==> src/cac_consts.vh <==
/*
  cac_consts.vh: register addresses, field positions, reset values and
  timing constants of the camera front-end configuration block.
  assumes inclusion by its bare name from the design file.
*/
`ifndef CAC_CONSTS_VH
`define CAC_CONSTS_VH

// serial frame
`define CAC_FRAME_BITS 16
`define CAC_ADDR_W 3

// register addresses carried in the frame
`define CAC_ADDR_GAIN 3'h0
`define CAC_ADDR_POWER 3'h1
`define CAC_ADDR_CLAMP 3'h2
`define CAC_ADDR_OUTCODE 3'h3

// gain and input select
`define CAC_GAIN_LSB 5
`define CAC_GAIN_MSB 12
`define CAC_PATH_BIT 15

// power and filter
`define CAC_SLEEP_BIT 3
`define CAC_STANDBY_REQUEST_BIT 4
`define CAC_OTEST_LSB 5
`define CAC_OTEST_MSB 7
`define CAC_FSEL_LSB 8
`define CAC_FSEL_MSB 9
`define CAC_BTC_LSB 10
`define CAC_BTC_MSB 13

// clamp and mode
`define CAC_CLAMP_LSB 3
`define CAC_CLAMP_MSB 7
`define CAC_LCAN_LSB 8
`define CAC_LCAN_MSB 9
`define CAC_LMUL_LSB 10
`define CAC_LMUL_MSB 11
`define CAC_LOWPWR_BIT 12
`define CAC_SPPOL_BIT 13
`define CAC_SWRST_BIT 15

// output code control
`define CAC_CBIAS_BIT 3
`define CAC_CODE_LSB 4
`define CAC_CODE_MSB 5
`define CAC_AVG4_BIT 6
`define CAC_REFT_LSB 7
`define CAC_REFT_MSB 8
`define CAC_OBEDGE_BIT 9

// reset values: clamp field 9, software reset released, normal polarity
`define CAC_RST_GAIN 16'h0000
`define CAC_RST_POWER 16'h0000
`define CAC_RST_CLAMP 16'hA048
`define CAC_RST_OUTCODE 16'h0000

// clamp code = 2 * field + 14
`define CAC_CLAMP_OFFSET 10'h00E

// output codes
`define CAC_CODE_BIN 2'h0
`define CAC_CODE_GRAY 2'h1
`define CAC_CODE_DBIN 2'h2
`define CAC_CODE_DGRAY 2'h3

// first reference position for timing code 0
`define CAC_REF_BASE 4'h3
`define CAC_POS_W 4

`endif

==> src/cac_config.v <==
/*
  cac_config.v: serial configuration registers, field decode and 10-bit
  output coding (binary, gray, differential) of the camera front-end.
  assumes CLOCK at 50 MHz, serial pins and sample pulses asynchronous,
  line start marked by the optical black pulse.
*/
`timescale 1ns/10ps
`include "cac_consts.vh"

// Function
// gain code steers sampling-mode amplifier gain
// same gain code, linear in direct mode
// bit 15 picks sampling or direct input
// sleep bit stops all circuits
// standby keeps only reference generator running
// host keeps output test bits zero
// two-bit sample-hold filter select
// four-bit black-sample time constant
// clamp code equals twice field plus 14
// clamp field resets to 9, code 32
// gain step of one enables fast lead-in
// bit 12 selects low-power mode
// polarity bit: one normal, zero inverts pulses
// software reset active low, released high
// center bias off in direct mode
// clamp detection averaged over four lines
// output code binary, gray, differential
// reference word position from timing bits
// optical black edge select rise or fall
// receiver rebuilds codes from differential words
// gray or differential advised against ripple
// sixteen serial clocks under chip select low
// aborted frame discarded
// data latched on serial clock rising edge
// gray is reflected binary conversion
// differential words modulo 1024, reference full
module cac_config (
  // clock and reset
  input wire CLOCK,
  input wire NRST,
  // serial link
  input wire SERIAL_CS_N,
  input wire SERIAL_CLK,
  input wire SERIAL_DATA_IN,
  // timing pulses and converter data
  input wire CONVERTER_CLOCK,
  input wire SIGNAL_SAMPLE_PULSE,
  input wire BLACK_SAMPLE_PULSE,
  input wire PREBLANK_INPUT,
  input wire OPTICAL_BLACK_PULSE,
  input wire [9:0] ADC_CODE,
  // decoded controls
  output reg [7:0] GAIN_CODE,
  output reg INPUT_PATH_SELECT,
  output reg SLEEP_REQUEST,
  output reg STANDBY_REQUEST,
  output reg [2:0] OUTPUT_TEST_BITS,
  output reg [1:0] SH_FILTER_SELECT,
  output reg [3:0] BLACK_SAMPLE_TIME_CONSTANT,
  output reg [9:0] CLAMP_LEVEL_CODE,
  output reg [1:0] FAST_LEADIN_CANCEL_TIME,
  output reg [1:0] FAST_LEADIN_GAIN_MULTIPLIER,
  output reg FAST_LEADIN_ACTIVE,
  output reg LOW_POWER_SELECT,
  output reg SOFT_RESET_N,
  output reg CENTER_BIAS_OFF,
  output reg CLAMP_FOUR_LINE_AVERAGE,
  output reg OUTPUT_TEST_BIT_C,
  // conditioned pulses
  output reg SIGNAL_SAMPLE,
  output reg BLACK_SAMPLE,
  output reg PREBLANK,
  output reg OB_STROBE,
  // coded output
  output reg [9:0] DATA_OUT,
  output reg DATA_VALID,
  output reg DATA_IS_REFERENCE
);

  function [9:0] to_gray;
    input [9:0] b;
    begin
      to_gray = b ^ {1'b0, b[9:1]};
    end
  endfunction

  localparam ST_IDLE = 2'b01;
  localparam ST_SHIFT = 2'b10;

  // two-flop synchronisers for every foreign input
  reg [1:0] cs_s1_q, sck_s1_q, sd_s1_q, cck_s1_q;
  reg [1:0] cs_s2_q, sck_s2_q, sd_s2_q, cck_s2_q;
  reg sck_prev_q, cck_prev_q, ob_prev_q;
  reg [3:0] pls_s1_q, pls_s2_q;
  reg [9:0] code_s1_q, code_s2_q;

  reg [1:0] state_q;
  reg [4:0] cnt_q;
  reg [15:0] shift_q;
  reg [15:0] reg0_q, reg1_q, reg2_q, reg3_q;
  reg [7:0] gain_prev_q;
  reg [9:0] prev_code_q;
  reg [3:0] pos_q;
  // optical black level at the previous accepted converter edge
  reg ob_edge_q;

  wire cs_n = cs_s2_q[0];
  wire sck = sck_s2_q[0];
  wire sd = sd_s2_q[0];
  wire cck = cck_s2_q[0];
  wire sck_rise = sck & ~sck_prev_q;
  wire [15:0] frame = {shift_q[14:0], sd};

  // one bit of each sync pair is used; spares kept at width for symmetry
  always @(posedge CLOCK or negedge NRST) begin
    if (!NRST) begin
      cs_s1_q <= 2'h3;
      cs_s2_q <= 2'h3;
      sck_s1_q <= 2'h0;
      sck_s2_q <= 2'h0;
      sd_s1_q <= 2'h0;
      sd_s2_q <= 2'h0;
      cck_s1_q <= 2'h0;
      cck_s2_q <= 2'h0;
      pls_s1_q <= 4'h0;
      pls_s2_q <= 4'h0;
      code_s1_q <= 10'h000;
      code_s2_q <= 10'h000;
      sck_prev_q <= 1'b0;
      cck_prev_q <= 1'b0;
    end else begin
      cs_s1_q <= {1'b1, SERIAL_CS_N};
      cs_s2_q <= cs_s1_q;
      sck_s1_q <= {1'b0, SERIAL_CLK};
      sck_s2_q <= sck_s1_q;
      sd_s1_q <= {1'b0, SERIAL_DATA_IN};
      sd_s2_q <= sd_s1_q;
      cck_s1_q <= {1'b0, CONVERTER_CLOCK};
      cck_s2_q <= cck_s1_q;
      pls_s1_q <= {OPTICAL_BLACK_PULSE, PREBLANK_INPUT, BLACK_SAMPLE_PULSE,
                   SIGNAL_SAMPLE_PULSE};
      pls_s2_q <= pls_s1_q;
      code_s1_q <= ADC_CODE;
      code_s2_q <= code_s1_q;
      sck_prev_q <= sck;
      cck_prev_q <= cck;
    end
  end

  // serial receiver: msb first, 3-bit address in the low byte
  always @(posedge CLOCK or negedge NRST) begin
    if (!NRST) begin
      state_q <= ST_IDLE;
      cnt_q <= 5'h00;
      shift_q <= 16'h0000;
      reg0_q <= `CAC_RST_GAIN;
      reg1_q <= `CAC_RST_POWER;
      reg2_q <= `CAC_RST_CLAMP;
      reg3_q <= `CAC_RST_OUTCODE;
    end else begin
      case (state_q)
        ST_IDLE: begin
          cnt_q <= 5'h00;
          if (!cs_n) begin
            state_q <= ST_SHIFT;
          end
        end
        ST_SHIFT: begin
          if (cs_n) begin
            // chip select lost before the last bit: nothing is stored
            state_q <= ST_IDLE;
          end else if (sck_rise) begin
            shift_q <= frame;
            cnt_q <= cnt_q + 5'h01;
            if (cnt_q == 5'd15) begin
              state_q <= ST_IDLE;
              case (frame[`CAC_ADDR_W-1:0])
                `CAC_ADDR_GAIN: reg0_q <= {frame[15:8], frame[7:0]};
                `CAC_ADDR_POWER: reg1_q <= frame;
                `CAC_ADDR_CLAMP: reg2_q <= frame;
                `CAC_ADDR_OUTCODE: reg3_q <= frame;
                default: ;
              endcase
            end
          end
        end
        default: state_q <= ST_IDLE;
      endcase
    end
  end

  // frame byte order on the wire is high byte first; registers are used as received
  wire [15:0] r0 = reg0_q;
  wire [15:0] r1 = reg1_q;
  wire [15:0] r2 = reg2_q;
  wire [15:0] r3 = reg3_q;
  wire [1:0] code_sel = r3[`CAC_CODE_MSB:`CAC_CODE_LSB];
  wire sp_norm = r2[`CAC_SPPOL_BIT];
  wire ob_in = pls_s2_q[3];
  wire cck_edge = r3[`CAC_OBEDGE_BIT] ? (~cck & cck_prev_q) : (cck & ~cck_prev_q);
  wire [3:0] ref_pos = `CAC_REF_BASE + {2'b00, r3[`CAC_REFT_MSB:`CAC_REFT_LSB]};
  // line start is judged at converter edges, so a black pulse falling between two edges is missed
  wire ob_new = ob_in & ~ob_edge_q;
  wire [3:0] pos_d = ob_new ? 4'h1 : ((pos_q == 4'hF) ? pos_q : pos_q + 4'h1);
  wire is_ref = (pos_d == ref_pos) || (pos_d == ref_pos + 4'h1);
  wire run = r2[`CAC_SWRST_BIT] & ~r1[`CAC_SLEEP_BIT];
  wire [7:0] gain_now = r0[`CAC_GAIN_MSB:`CAC_GAIN_LSB];
  wire [9:0] diff = code_s2_q - prev_code_q;

  // decoded control outputs
  always @(posedge CLOCK or negedge NRST) begin
    if (!NRST) begin
      GAIN_CODE <= 8'h00;
      INPUT_PATH_SELECT <= 1'b0;
      SLEEP_REQUEST <= 1'b0;
      STANDBY_REQUEST <= 1'b0;
      OUTPUT_TEST_BITS <= 3'h0;
      SH_FILTER_SELECT <= 2'h0;
      BLACK_SAMPLE_TIME_CONSTANT <= 4'h0;
      CLAMP_LEVEL_CODE <= 10'h020;
      FAST_LEADIN_CANCEL_TIME <= 2'h0;
      FAST_LEADIN_GAIN_MULTIPLIER <= 2'h0;
      FAST_LEADIN_ACTIVE <= 1'b0;
      LOW_POWER_SELECT <= 1'b0;
      SOFT_RESET_N <= 1'b1;
      CENTER_BIAS_OFF <= 1'b0;
      CLAMP_FOUR_LINE_AVERAGE <= 1'b0;
      OUTPUT_TEST_BIT_C <= 1'b0;
      gain_prev_q <= 8'h00;
    end else begin
      GAIN_CODE <= gain_now;
      INPUT_PATH_SELECT <= r0[`CAC_PATH_BIT];
      SLEEP_REQUEST <= r1[`CAC_SLEEP_BIT];
      STANDBY_REQUEST <= r1[`CAC_STANDBY_REQUEST_BIT];
      // passed through unchanged; keeping them zero is the host's job
      OUTPUT_TEST_BITS <= r1[`CAC_OTEST_MSB:`CAC_OTEST_LSB];
      OUTPUT_TEST_BIT_C <= r3[`CAC_CODE_LSB];
      SH_FILTER_SELECT <= r1[`CAC_FSEL_MSB:`CAC_FSEL_LSB];
      BLACK_SAMPLE_TIME_CONSTANT <= r1[`CAC_BTC_MSB:`CAC_BTC_LSB];
      CLAMP_LEVEL_CODE <= {4'h0, r2[`CAC_CLAMP_MSB:`CAC_CLAMP_LSB], 1'b0}
                          + `CAC_CLAMP_OFFSET;
      FAST_LEADIN_CANCEL_TIME <= r2[`CAC_LCAN_MSB:`CAC_LCAN_LSB];
      FAST_LEADIN_GAIN_MULTIPLIER <= r2[`CAC_LMUL_MSB:`CAC_LMUL_LSB];
      LOW_POWER_SELECT <= r2[`CAC_LOWPWR_BIT];
      SOFT_RESET_N <= r2[`CAC_SWRST_BIT];
      CENTER_BIAS_OFF <= r0[`CAC_PATH_BIT] & r3[`CAC_CBIAS_BIT];
      CLAMP_FOUR_LINE_AVERAGE <= r3[`CAC_AVG4_BIT];
      // gain sampled once per line, at each optical black start
      if (ob_in & ~ob_prev_q) begin
        gain_prev_q <= gain_now;
        FAST_LEADIN_ACTIVE <= (gain_now == gain_prev_q + 8'h01) ||
                              (gain_now + 8'h01 == gain_prev_q);
      end
    end
  end

  // pulse conditioning and output coding
  always @(posedge CLOCK or negedge NRST) begin
    if (!NRST) begin
      SIGNAL_SAMPLE <= 1'b0;
      BLACK_SAMPLE <= 1'b0;
      PREBLANK <= 1'b0;
      OB_STROBE <= 1'b0;
      ob_prev_q <= 1'b0;
      pos_q <= 4'h0;
      ob_edge_q <= 1'b0;
      prev_code_q <= 10'h000;
      DATA_OUT <= 10'h000;
      DATA_VALID <= 1'b0;
      DATA_IS_REFERENCE <= 1'b0;
    end else begin
      SIGNAL_SAMPLE <= pls_s2_q[0] ~^ sp_norm;
      BLACK_SAMPLE <= pls_s2_q[1] ~^ sp_norm;
      PREBLANK <= pls_s2_q[2] ~^ sp_norm;
      OB_STROBE <= ob_in & cck_edge;
      ob_prev_q <= ob_in;
      DATA_VALID <= cck_edge & run;
      if (cck_edge & run) begin
        // position counts from 1 after each optical black rise, saturating
        pos_q <= pos_d;
        ob_edge_q <= ob_in;
        prev_code_q <= code_s2_q;
        DATA_IS_REFERENCE <= is_ref;
        case (code_sel)
          `CAC_CODE_BIN: DATA_OUT <= code_s2_q;
          `CAC_CODE_GRAY: DATA_OUT <= to_gray(code_s2_q);
          `CAC_CODE_DBIN: DATA_OUT <= is_ref ? code_s2_q : diff;
          `CAC_CODE_DGRAY: DATA_OUT <= to_gray(is_ref ? code_s2_q : diff);
          default: DATA_OUT <= code_s2_q;
        endcase
      end
    end
  end

endmodule

==> config.mk <==
export PLATFORM = sky130hd
export DESIGN_NAME = cac_config
export DESIGN_NICKNAME = d
export VERILOG_FILES = /design/src/cac_config.v
export VERILOG_INCLUDE_DIRS = /design/src
export SDC_FILE = /design/constraint.sdc
export NUM_CORES = 1
export LEC_CHECK = 0
export ABC_AREA = 1
export BUFFER_PORTS_ARGS = -buffer_cell sky130_fd_sc_hd__buf_2
export CELL_PAD_IN_SITES_DETAIL_PLACEMENT = 0
export CELL_PAD_IN_SITES_GLOBAL_PLACEMENT = 1
export CORE_MARGIN = 2
export CORE_UTILIZATION = 45
export DETAILED_ROUTE_END_ITERATION = 8
export HOLD_SLACK_MARGIN = 0.05
export PLACE_DENSITY = 0.77
export SYNTH_ARGS = -nofsm -noshare
export SYNTH_HDL_FRONTEND = slang
export SYNTH_SLANG_ARGS = --single-unit
==> constraint.sdc <==
create_clock -name CLOCK -period 2.7 [get_ports CLOCK]
set_input_delay 0.27 -clock CLOCK [delete_from_list [all_inputs] [get_ports CLOCK]]
set_output_delay 0.27 -clock CLOCK [all_outputs]
set_load 0.005 [all_outputs]
Word level (Yosys, flattened, before mapping)
Index checks and enable logic that the tools add are counted.
{"block": "word_totals", "in_bits": 20, "ff_bits": 193, "wordCells": 122, "out_inout_bits": 56}
{"block": "classes", "bitwise_logic": 21, "mux": 13, "reduce_logical": 12, "eq_ne": 19, "n_addsub": 8}
{"op": "$pmux 10 s4", "count": 1}
{"op": "$reduce_and 5->1", "count": 4}
{"op": "$xor 10x9->10", "count": 2}
{"op": "$add 8x1->8 const B", "count": 2}
{"op": "$eq 8x8->1", "count": 2}
{"op": "$mux 10", "count": 1}
{"op": "$mux 5", "count": 2}
{"op": "$pmux 5 s2", "count": 1}
{"op": "$sub 10x10->10", "count": 1}
{"op": "$and 1x1->1", "count": 9}
{"op": "$reduce_and 3->1", "count": 3}
{"op": "$mux 2", "count": 4}
{"op": "$mux 4", "count": 2}
{"op": "$add 6x4->7 const B", "count": 1}
{"op": "$not 1->1", "count": 7}
{"op": "$eq 2x2->1 const B", "count": 3}
{"op": "$eq 3x2->1 const B", "count": 2}
{"op": "$ne 2x2->1 const B", "count": 3}
{"op": "$ne 3x3->1 const B", "count": 2}
{"op": "$add 5x1->5 const B", "count": 1}
{"op": "$eq 5x4->1 const B", "count": 1}
{"op": "$add 3x1->4 const B", "count": 1}
{"op": "$add 4x1->4 const B", "count": 1}
{"op": "$eq 2x1->1 const B", "count": 2}
{"op": "other kinds (12)", "count": 15}

Logic depth before layout (Yosys ltp)
{"block": "depth", "ltp_word": 8, "mapped_depth": 19, "ltp_nobuf": 18}

Worst setup path before layout
No wires, ideal clock.
{"block": "synth_timing", "path_kind": "reg2reg", "start": "register code_s2_q[0]", "end": "register DATA_OUT[8]", "path_stages_with_launch": 17, "setup_time_ps": 116, "synth_period_minus_slack_ps": 2042, "required_time_ps": 2584, "slack_ps": 658, "path_buffers": 0, "arrival_time_ps": 1925, "cell_sequence": "dfrtp_1 -> inv_1 -> ha_1 -> fa_1 -> nand3b_1 -> nand2_1 -> nand4_1 -> nand2_1 -> nand2_1 -> nand2_1 -> nand3_1 -> nand2_1 -> inv_2 -> nand2_1 -> nand3_1 -> nand2_1 -> nand2_1"}
{"block": "synth_between", "elab_chain_cells": 4}
{"element": "start, declared", "line_no": "cac_config.v:95", "text": "reg [9:0] code_s1_q, code_s2_q;"}
{"element": "start signal, assigned", "line_no": "cac_config.v:144", "text": "code_s2_q <= code_s1_q;"}
{"element": "$sub 10x10->10 *", "line_no": "cac_config.v:208", "text": "wire [9:0] diff = code_s2_q - prev_code_q;"}
{"element": "$mux 10 *", "line_no": "cac_config.v:287, cac_config.v:288"}
{"element": "$xor 10x9->10", "line_no": "cac_config.v:83", "text": "to_gray = b ^ {1'b0, b[9:1]};"}
{"element": "$pmux 10 s4 *", "line_no": "cac_config.v:284", "text": "case (code_sel)"}
{"element": "end signal, assigned", "line_no": "cac_config.v:285", "text": "`CAC_CODE_BIN: DATA_OUT <= code_s2_q;"}
{"element": "end signal, assigned", "line_no": "cac_config.v:287", "text": "`CAC_CODE_DBIN: DATA_OUT <= is_ref ? code_s2_q : diff;"}
{"element": "end signal, assigned", "line_no": "cac_config.v:288", "text": "`CAC_CODE_DGRAY: DATA_OUT <= to_gray(is_ref ? code_s2_q : diff);"}
{"element": "end, declared", "line_no": "cac_config.v:75", "text": "output reg [9:0] DATA_OUT,"}
Mark *: on every way between the ends. The rest lies on a longest branch, timed or not.
A chain may end at the register's enable or synchronous reset.

Final worst setup path
Ends and elaborated chain as after synthesis.

==> flow_metrics.py <==
metrics = {
    "global_route": {
        "use_met3": 0.0434,
        "grt_pass1_wl_mm": 26.2,
        "grt_max_degree": 81,
        "antenna_found_initial": 0,
        "grt_pass1_vias": 5423,
        "grt_usage": 0.186,
        "met1_usage": 0.248,
        "grt-ovfl-total": 0,
        "met2_usage": 0.301,
        "busiest_layer": "met2",
    },
    "critical_path": {
        "critPathKind": "flip-flop to flip-flop",
        "critPathTopFamily": "simple AND/OR/NAND/NOR gates",
        "reg2reg_slack_ns": 0.36,
        "required_ns": 3.01,
        "r2r_cells": 16,
        "cp_max_fo": 3,
        "cp_slowest_stage_delay_ns": 0.41,
        "startpoint": "code_s2_q[0]$_DFF_PN0_",
        "reg2reg_to": "DATA_OUT[8]$_DFFE_PN0P_",
        "cp-start-kind": "flip-flop",
        "cp-end-kind": "flip-flop",
        "cp_common_cell": "nand2_1",
        "path_cells": "inv_1 > ha_1 > fa_1 > nand3b_1 > nand2_1 > nand4_1 > nand2_1 > nand2_1 > nand2_1 > nand3_1 > nand2_1 > inv_2 > nand2_1 > nand3_1 > nand2_1 > nand2_1",
        "rr_startpoint": "code_s2_q[0]$_DFF_PN0_",
        "path_buf_inv": 2,
        "arrival_ns": 2.65,
        "crit_slowest_cell": "fa_1",
    },
    "routing": {
        "wire_per_inst_um": 13.6,
        "drcViolationCount": 0,
        "drtPass1Iterations": 5,
        "viasPerCell": 4.85,
        "via_count": 5363,
        "drt_iter0_drc": 392,
        "ant_nets": 0,
        "drt_wl_total_mm": 15.0,
    },
    "timing": {
        "finalSetupViolations": 0,
        "setup_tns_ns": 0,
        "period_share": 0.866,
        "slew_headroom": 0.512,
        "worst_slew_pin_slew_ns": 0.732,
        "worst_slack_ns": 0.362,
        "fin_skew_ns": 0.0113,
        "rsz0062_at_grt": "no",
        "max_freq_mhz": 428,
        "maxSlewViolCount": 0,
        "hold_violations": 0,
        "period_needed_ns": 2.34,
    },
    "run_status": {
        "status": "finished clean",
    },
    "placement": {
        "hpwlAfterDp_mm": 10.3,
        "gp_congestion": 0.835,
        "dpl_worst_slack_ns": 0.341,
        "portBuffers": 71,
    },
    "floorplanning": {
        "dieArea_um2": 17500,
        "die_h_um": 132,
        "rows": 46,
        "core-area_um2": 16000,
        "die_w_um": 132,
        "start_util": 0.463,
        "ios": 76,
    },
    "layout": {
        "antenna_cells": 0,
        "n_fill_cell": 1493,
        "drive_above_1_share": 0.157,
        "area_growth_pct": 18.5,
        "fin_nets": 914,
    },
    "yosys": {
        "synth_area_per_cell_um2": 9.44,
        "syn_area_um2": 7410,
        "synthFlopType": "dfrtp_1",
        "yosysWarnings": 0,
        "synth_cells": 785,
        "async_flop_share": 1.00,
        "synth-edff-count": 0,
        "ys_ff_latch": 175,
        "synth_top_area_cell": "dfrtp_1",
        "seq_area_frac_synth": 0.593,
        "ys_top_cells_by_area": "dfrtp_1, nand2_1, o21ai_0",
        "synth_top_area_frac": 0.561,
        "ys_types": 33,
    },
    "power": {
        "peakVddDrop_v": 0.000455,
        "power.density_nw_per_um2": 612,
        "p_leak_nw": 4.28,
    },
    "worst_hold_path": {
        "holdPathEnd": "code_s2_q[9]$_DFF_PN0_",
        "hold_class": "flip-flop to flip-flop",
        "holdCritStartpoint": "code_s1_q[9]$_DFF_PN0_",
        "min_path_cells": 0,
    },
    "clock_network": {
        "root_buffer": "clkbuf_16",
        "ctsLongestPathBuffers": 2,
        "cts.htree.levels": 4,
        "cts_buffers": 17,
        "cts_tree": "built",
        "clkTransAtPathRegs_ns": 0.07,
        "worstSkewPairLatency_ns": 0.42,
        "clkSinkCount": 175,
    },
    "flow_run": {
        "cap_violations": 0,
    },
}
Yosys cell counts, types with 10 or more instances:
library cell  number
ha_1              17
nand3_1           55
a31oi_1           10
nand2_2           15
dfrtp_1          166
nand2_1          181
xor2_1            25
o21ai_0           91
inv_1             89
a21oi_1           19
nor2_1            33
clkbuf_1          19
nand4_1           11
stage by stage:
stage / hold WS, ns / util / power [mW] / instances / cell area [um2]
final: 0.346 / 0.549 / 5.38 / 1105 / 8780
after global routing: 0.358 / 0.549 / 5.62 / 1105 / 8780
after CTS: 0.346 / 0.548 / 5.45 / 1105 / 8770
after detailed placement: 0.335 / 0.500 / 3.02 / 1054 / 8000
after global placement: 0.334 / 0.500 / 3.01 / 1054 / 8000
after floorplan: -0.0256 / - / 2.90 / 788 / 7420
sequential cells by signal, indices dropped and copies added, names as in the netlist, 7 cells and up:
name	cells
gain_prev_q	8
r1	11
r2	12
code_s1_q	10
r0	9
r3	7
DATA_OUT	10
code_s2_q	10
GAIN_CODE	8
shift_q	15
prev_code_q	10
report_power, final:
part | internal [mW] | leakage (nW) | switching (mW)
Sequential | 2.68 | 2.30 | 0.0432
Clock | 1.31 | 0.279 | 1.08
Combinational | 0.0975 | 1.70 | 0.164
Total | 4.08 | 4.28 | 1.29
worst reg2reg max path: cells and delay by family (launching register included):
| family | cells | cell delay (ns) |
|---|---|---|
| buffers and inverters | 2 | 0.12 |
| AND/OR/NAND/NOR | 12 | 1.11 |
| flip-flops | 1 | 0.38 |
| adder cells (fa/ha/maj) | 2 | 0.65 |
kinds of logic after synthesis:
group | synth area share
AO/OA/AOI/OAI | 0.0853
XOR/XNOR | 0.0402
adder cells (fa/ha/maj) | 0.0314
buffers and inverters | 0.0650
flip-flops | 0.593
other | 0.000506
AND/OR/NAND/NOR | 0.185
how the worst max path moves through the flow:
stage               cells past startpoint                 endpoint  slack, ns
CTS                                    16  DATA_OUT[5]$_DFFE_PN0P_       0.31
floorplan                              16  DATA_OUT[8]$_DFFE_PN0P_       0.66
detailed placement                     16  DATA_OUT[6]$_DFFE_PN0P_       0.34
global placement                       16  DATA_OUT[8]$_DFFE_PN0P_       0.41
finish                                 16  DATA_OUT[8]$_DFFE_PN0P_       0.36
global route                           17  DATA_OUT[4]$_DFFE_PN0P_       0.02
layer usage:
| metal | wire, um | share of wire |
|---|---|---|
| met1 | 6960 | 0.46 |
| met4 | 134 | 0.0089 |
| met3 | 532 | 0.035 |
| met2 | 7370 | 0.49 |
| met5 | 0 | 0 |
placed cells by master (no fill, tap or decap), types with 2 or more instances in the layout:
cell and instances:
nand3b_1 6, conb_1 4, xor2_1 25, nand3_1 55
xnor2_1 9, nor2_2 2, nand4_1 11, nand3_2 2
a21oi_1 19, a31oi_1 10, clkinvlp_4 2, buf_12 2
nand2_1 181, clkinv_8 2, buf_4 6, o21ai_0 91
dfrtp_1 166, nor2_1 33, inv_6 4, clkbuf_16 17
nor3_1 5, nand2_2 14, ha_1 17, dlygate4sd3_1 19
dfstp_2 9, clkinv_4 3, buf_2 70, inv_1 89
area by class of cell:
| class | instances | area, um2 | area share |
|---|---|---|---|
| sequential | 175 | 4390 | 0.500 |
| multi-input combinational | 493 | 2550 | 0.291 |
| timing repair buffer | 98 | 637 | 0.0726 |
| clock buffer | 18 | 429 | 0.0489 |
| inverter | 91 | 342 | 0.0389 |
| tap | 216 | 270 | 0.0308 |
| clock inverter | 14 | 155 | 0.0177 |
timing repair:
action | 4_1_cts | 5_1_grt
buffers inserted | 0 | 0
gates resized for setup | 0 | 1
endpoints found under the hold margin | 90 | 0
endpoints found under the setup margin | 0 | 7
hold buffers | 19 | 0
No activity file was read; power rests on OpenSTA's default activity.
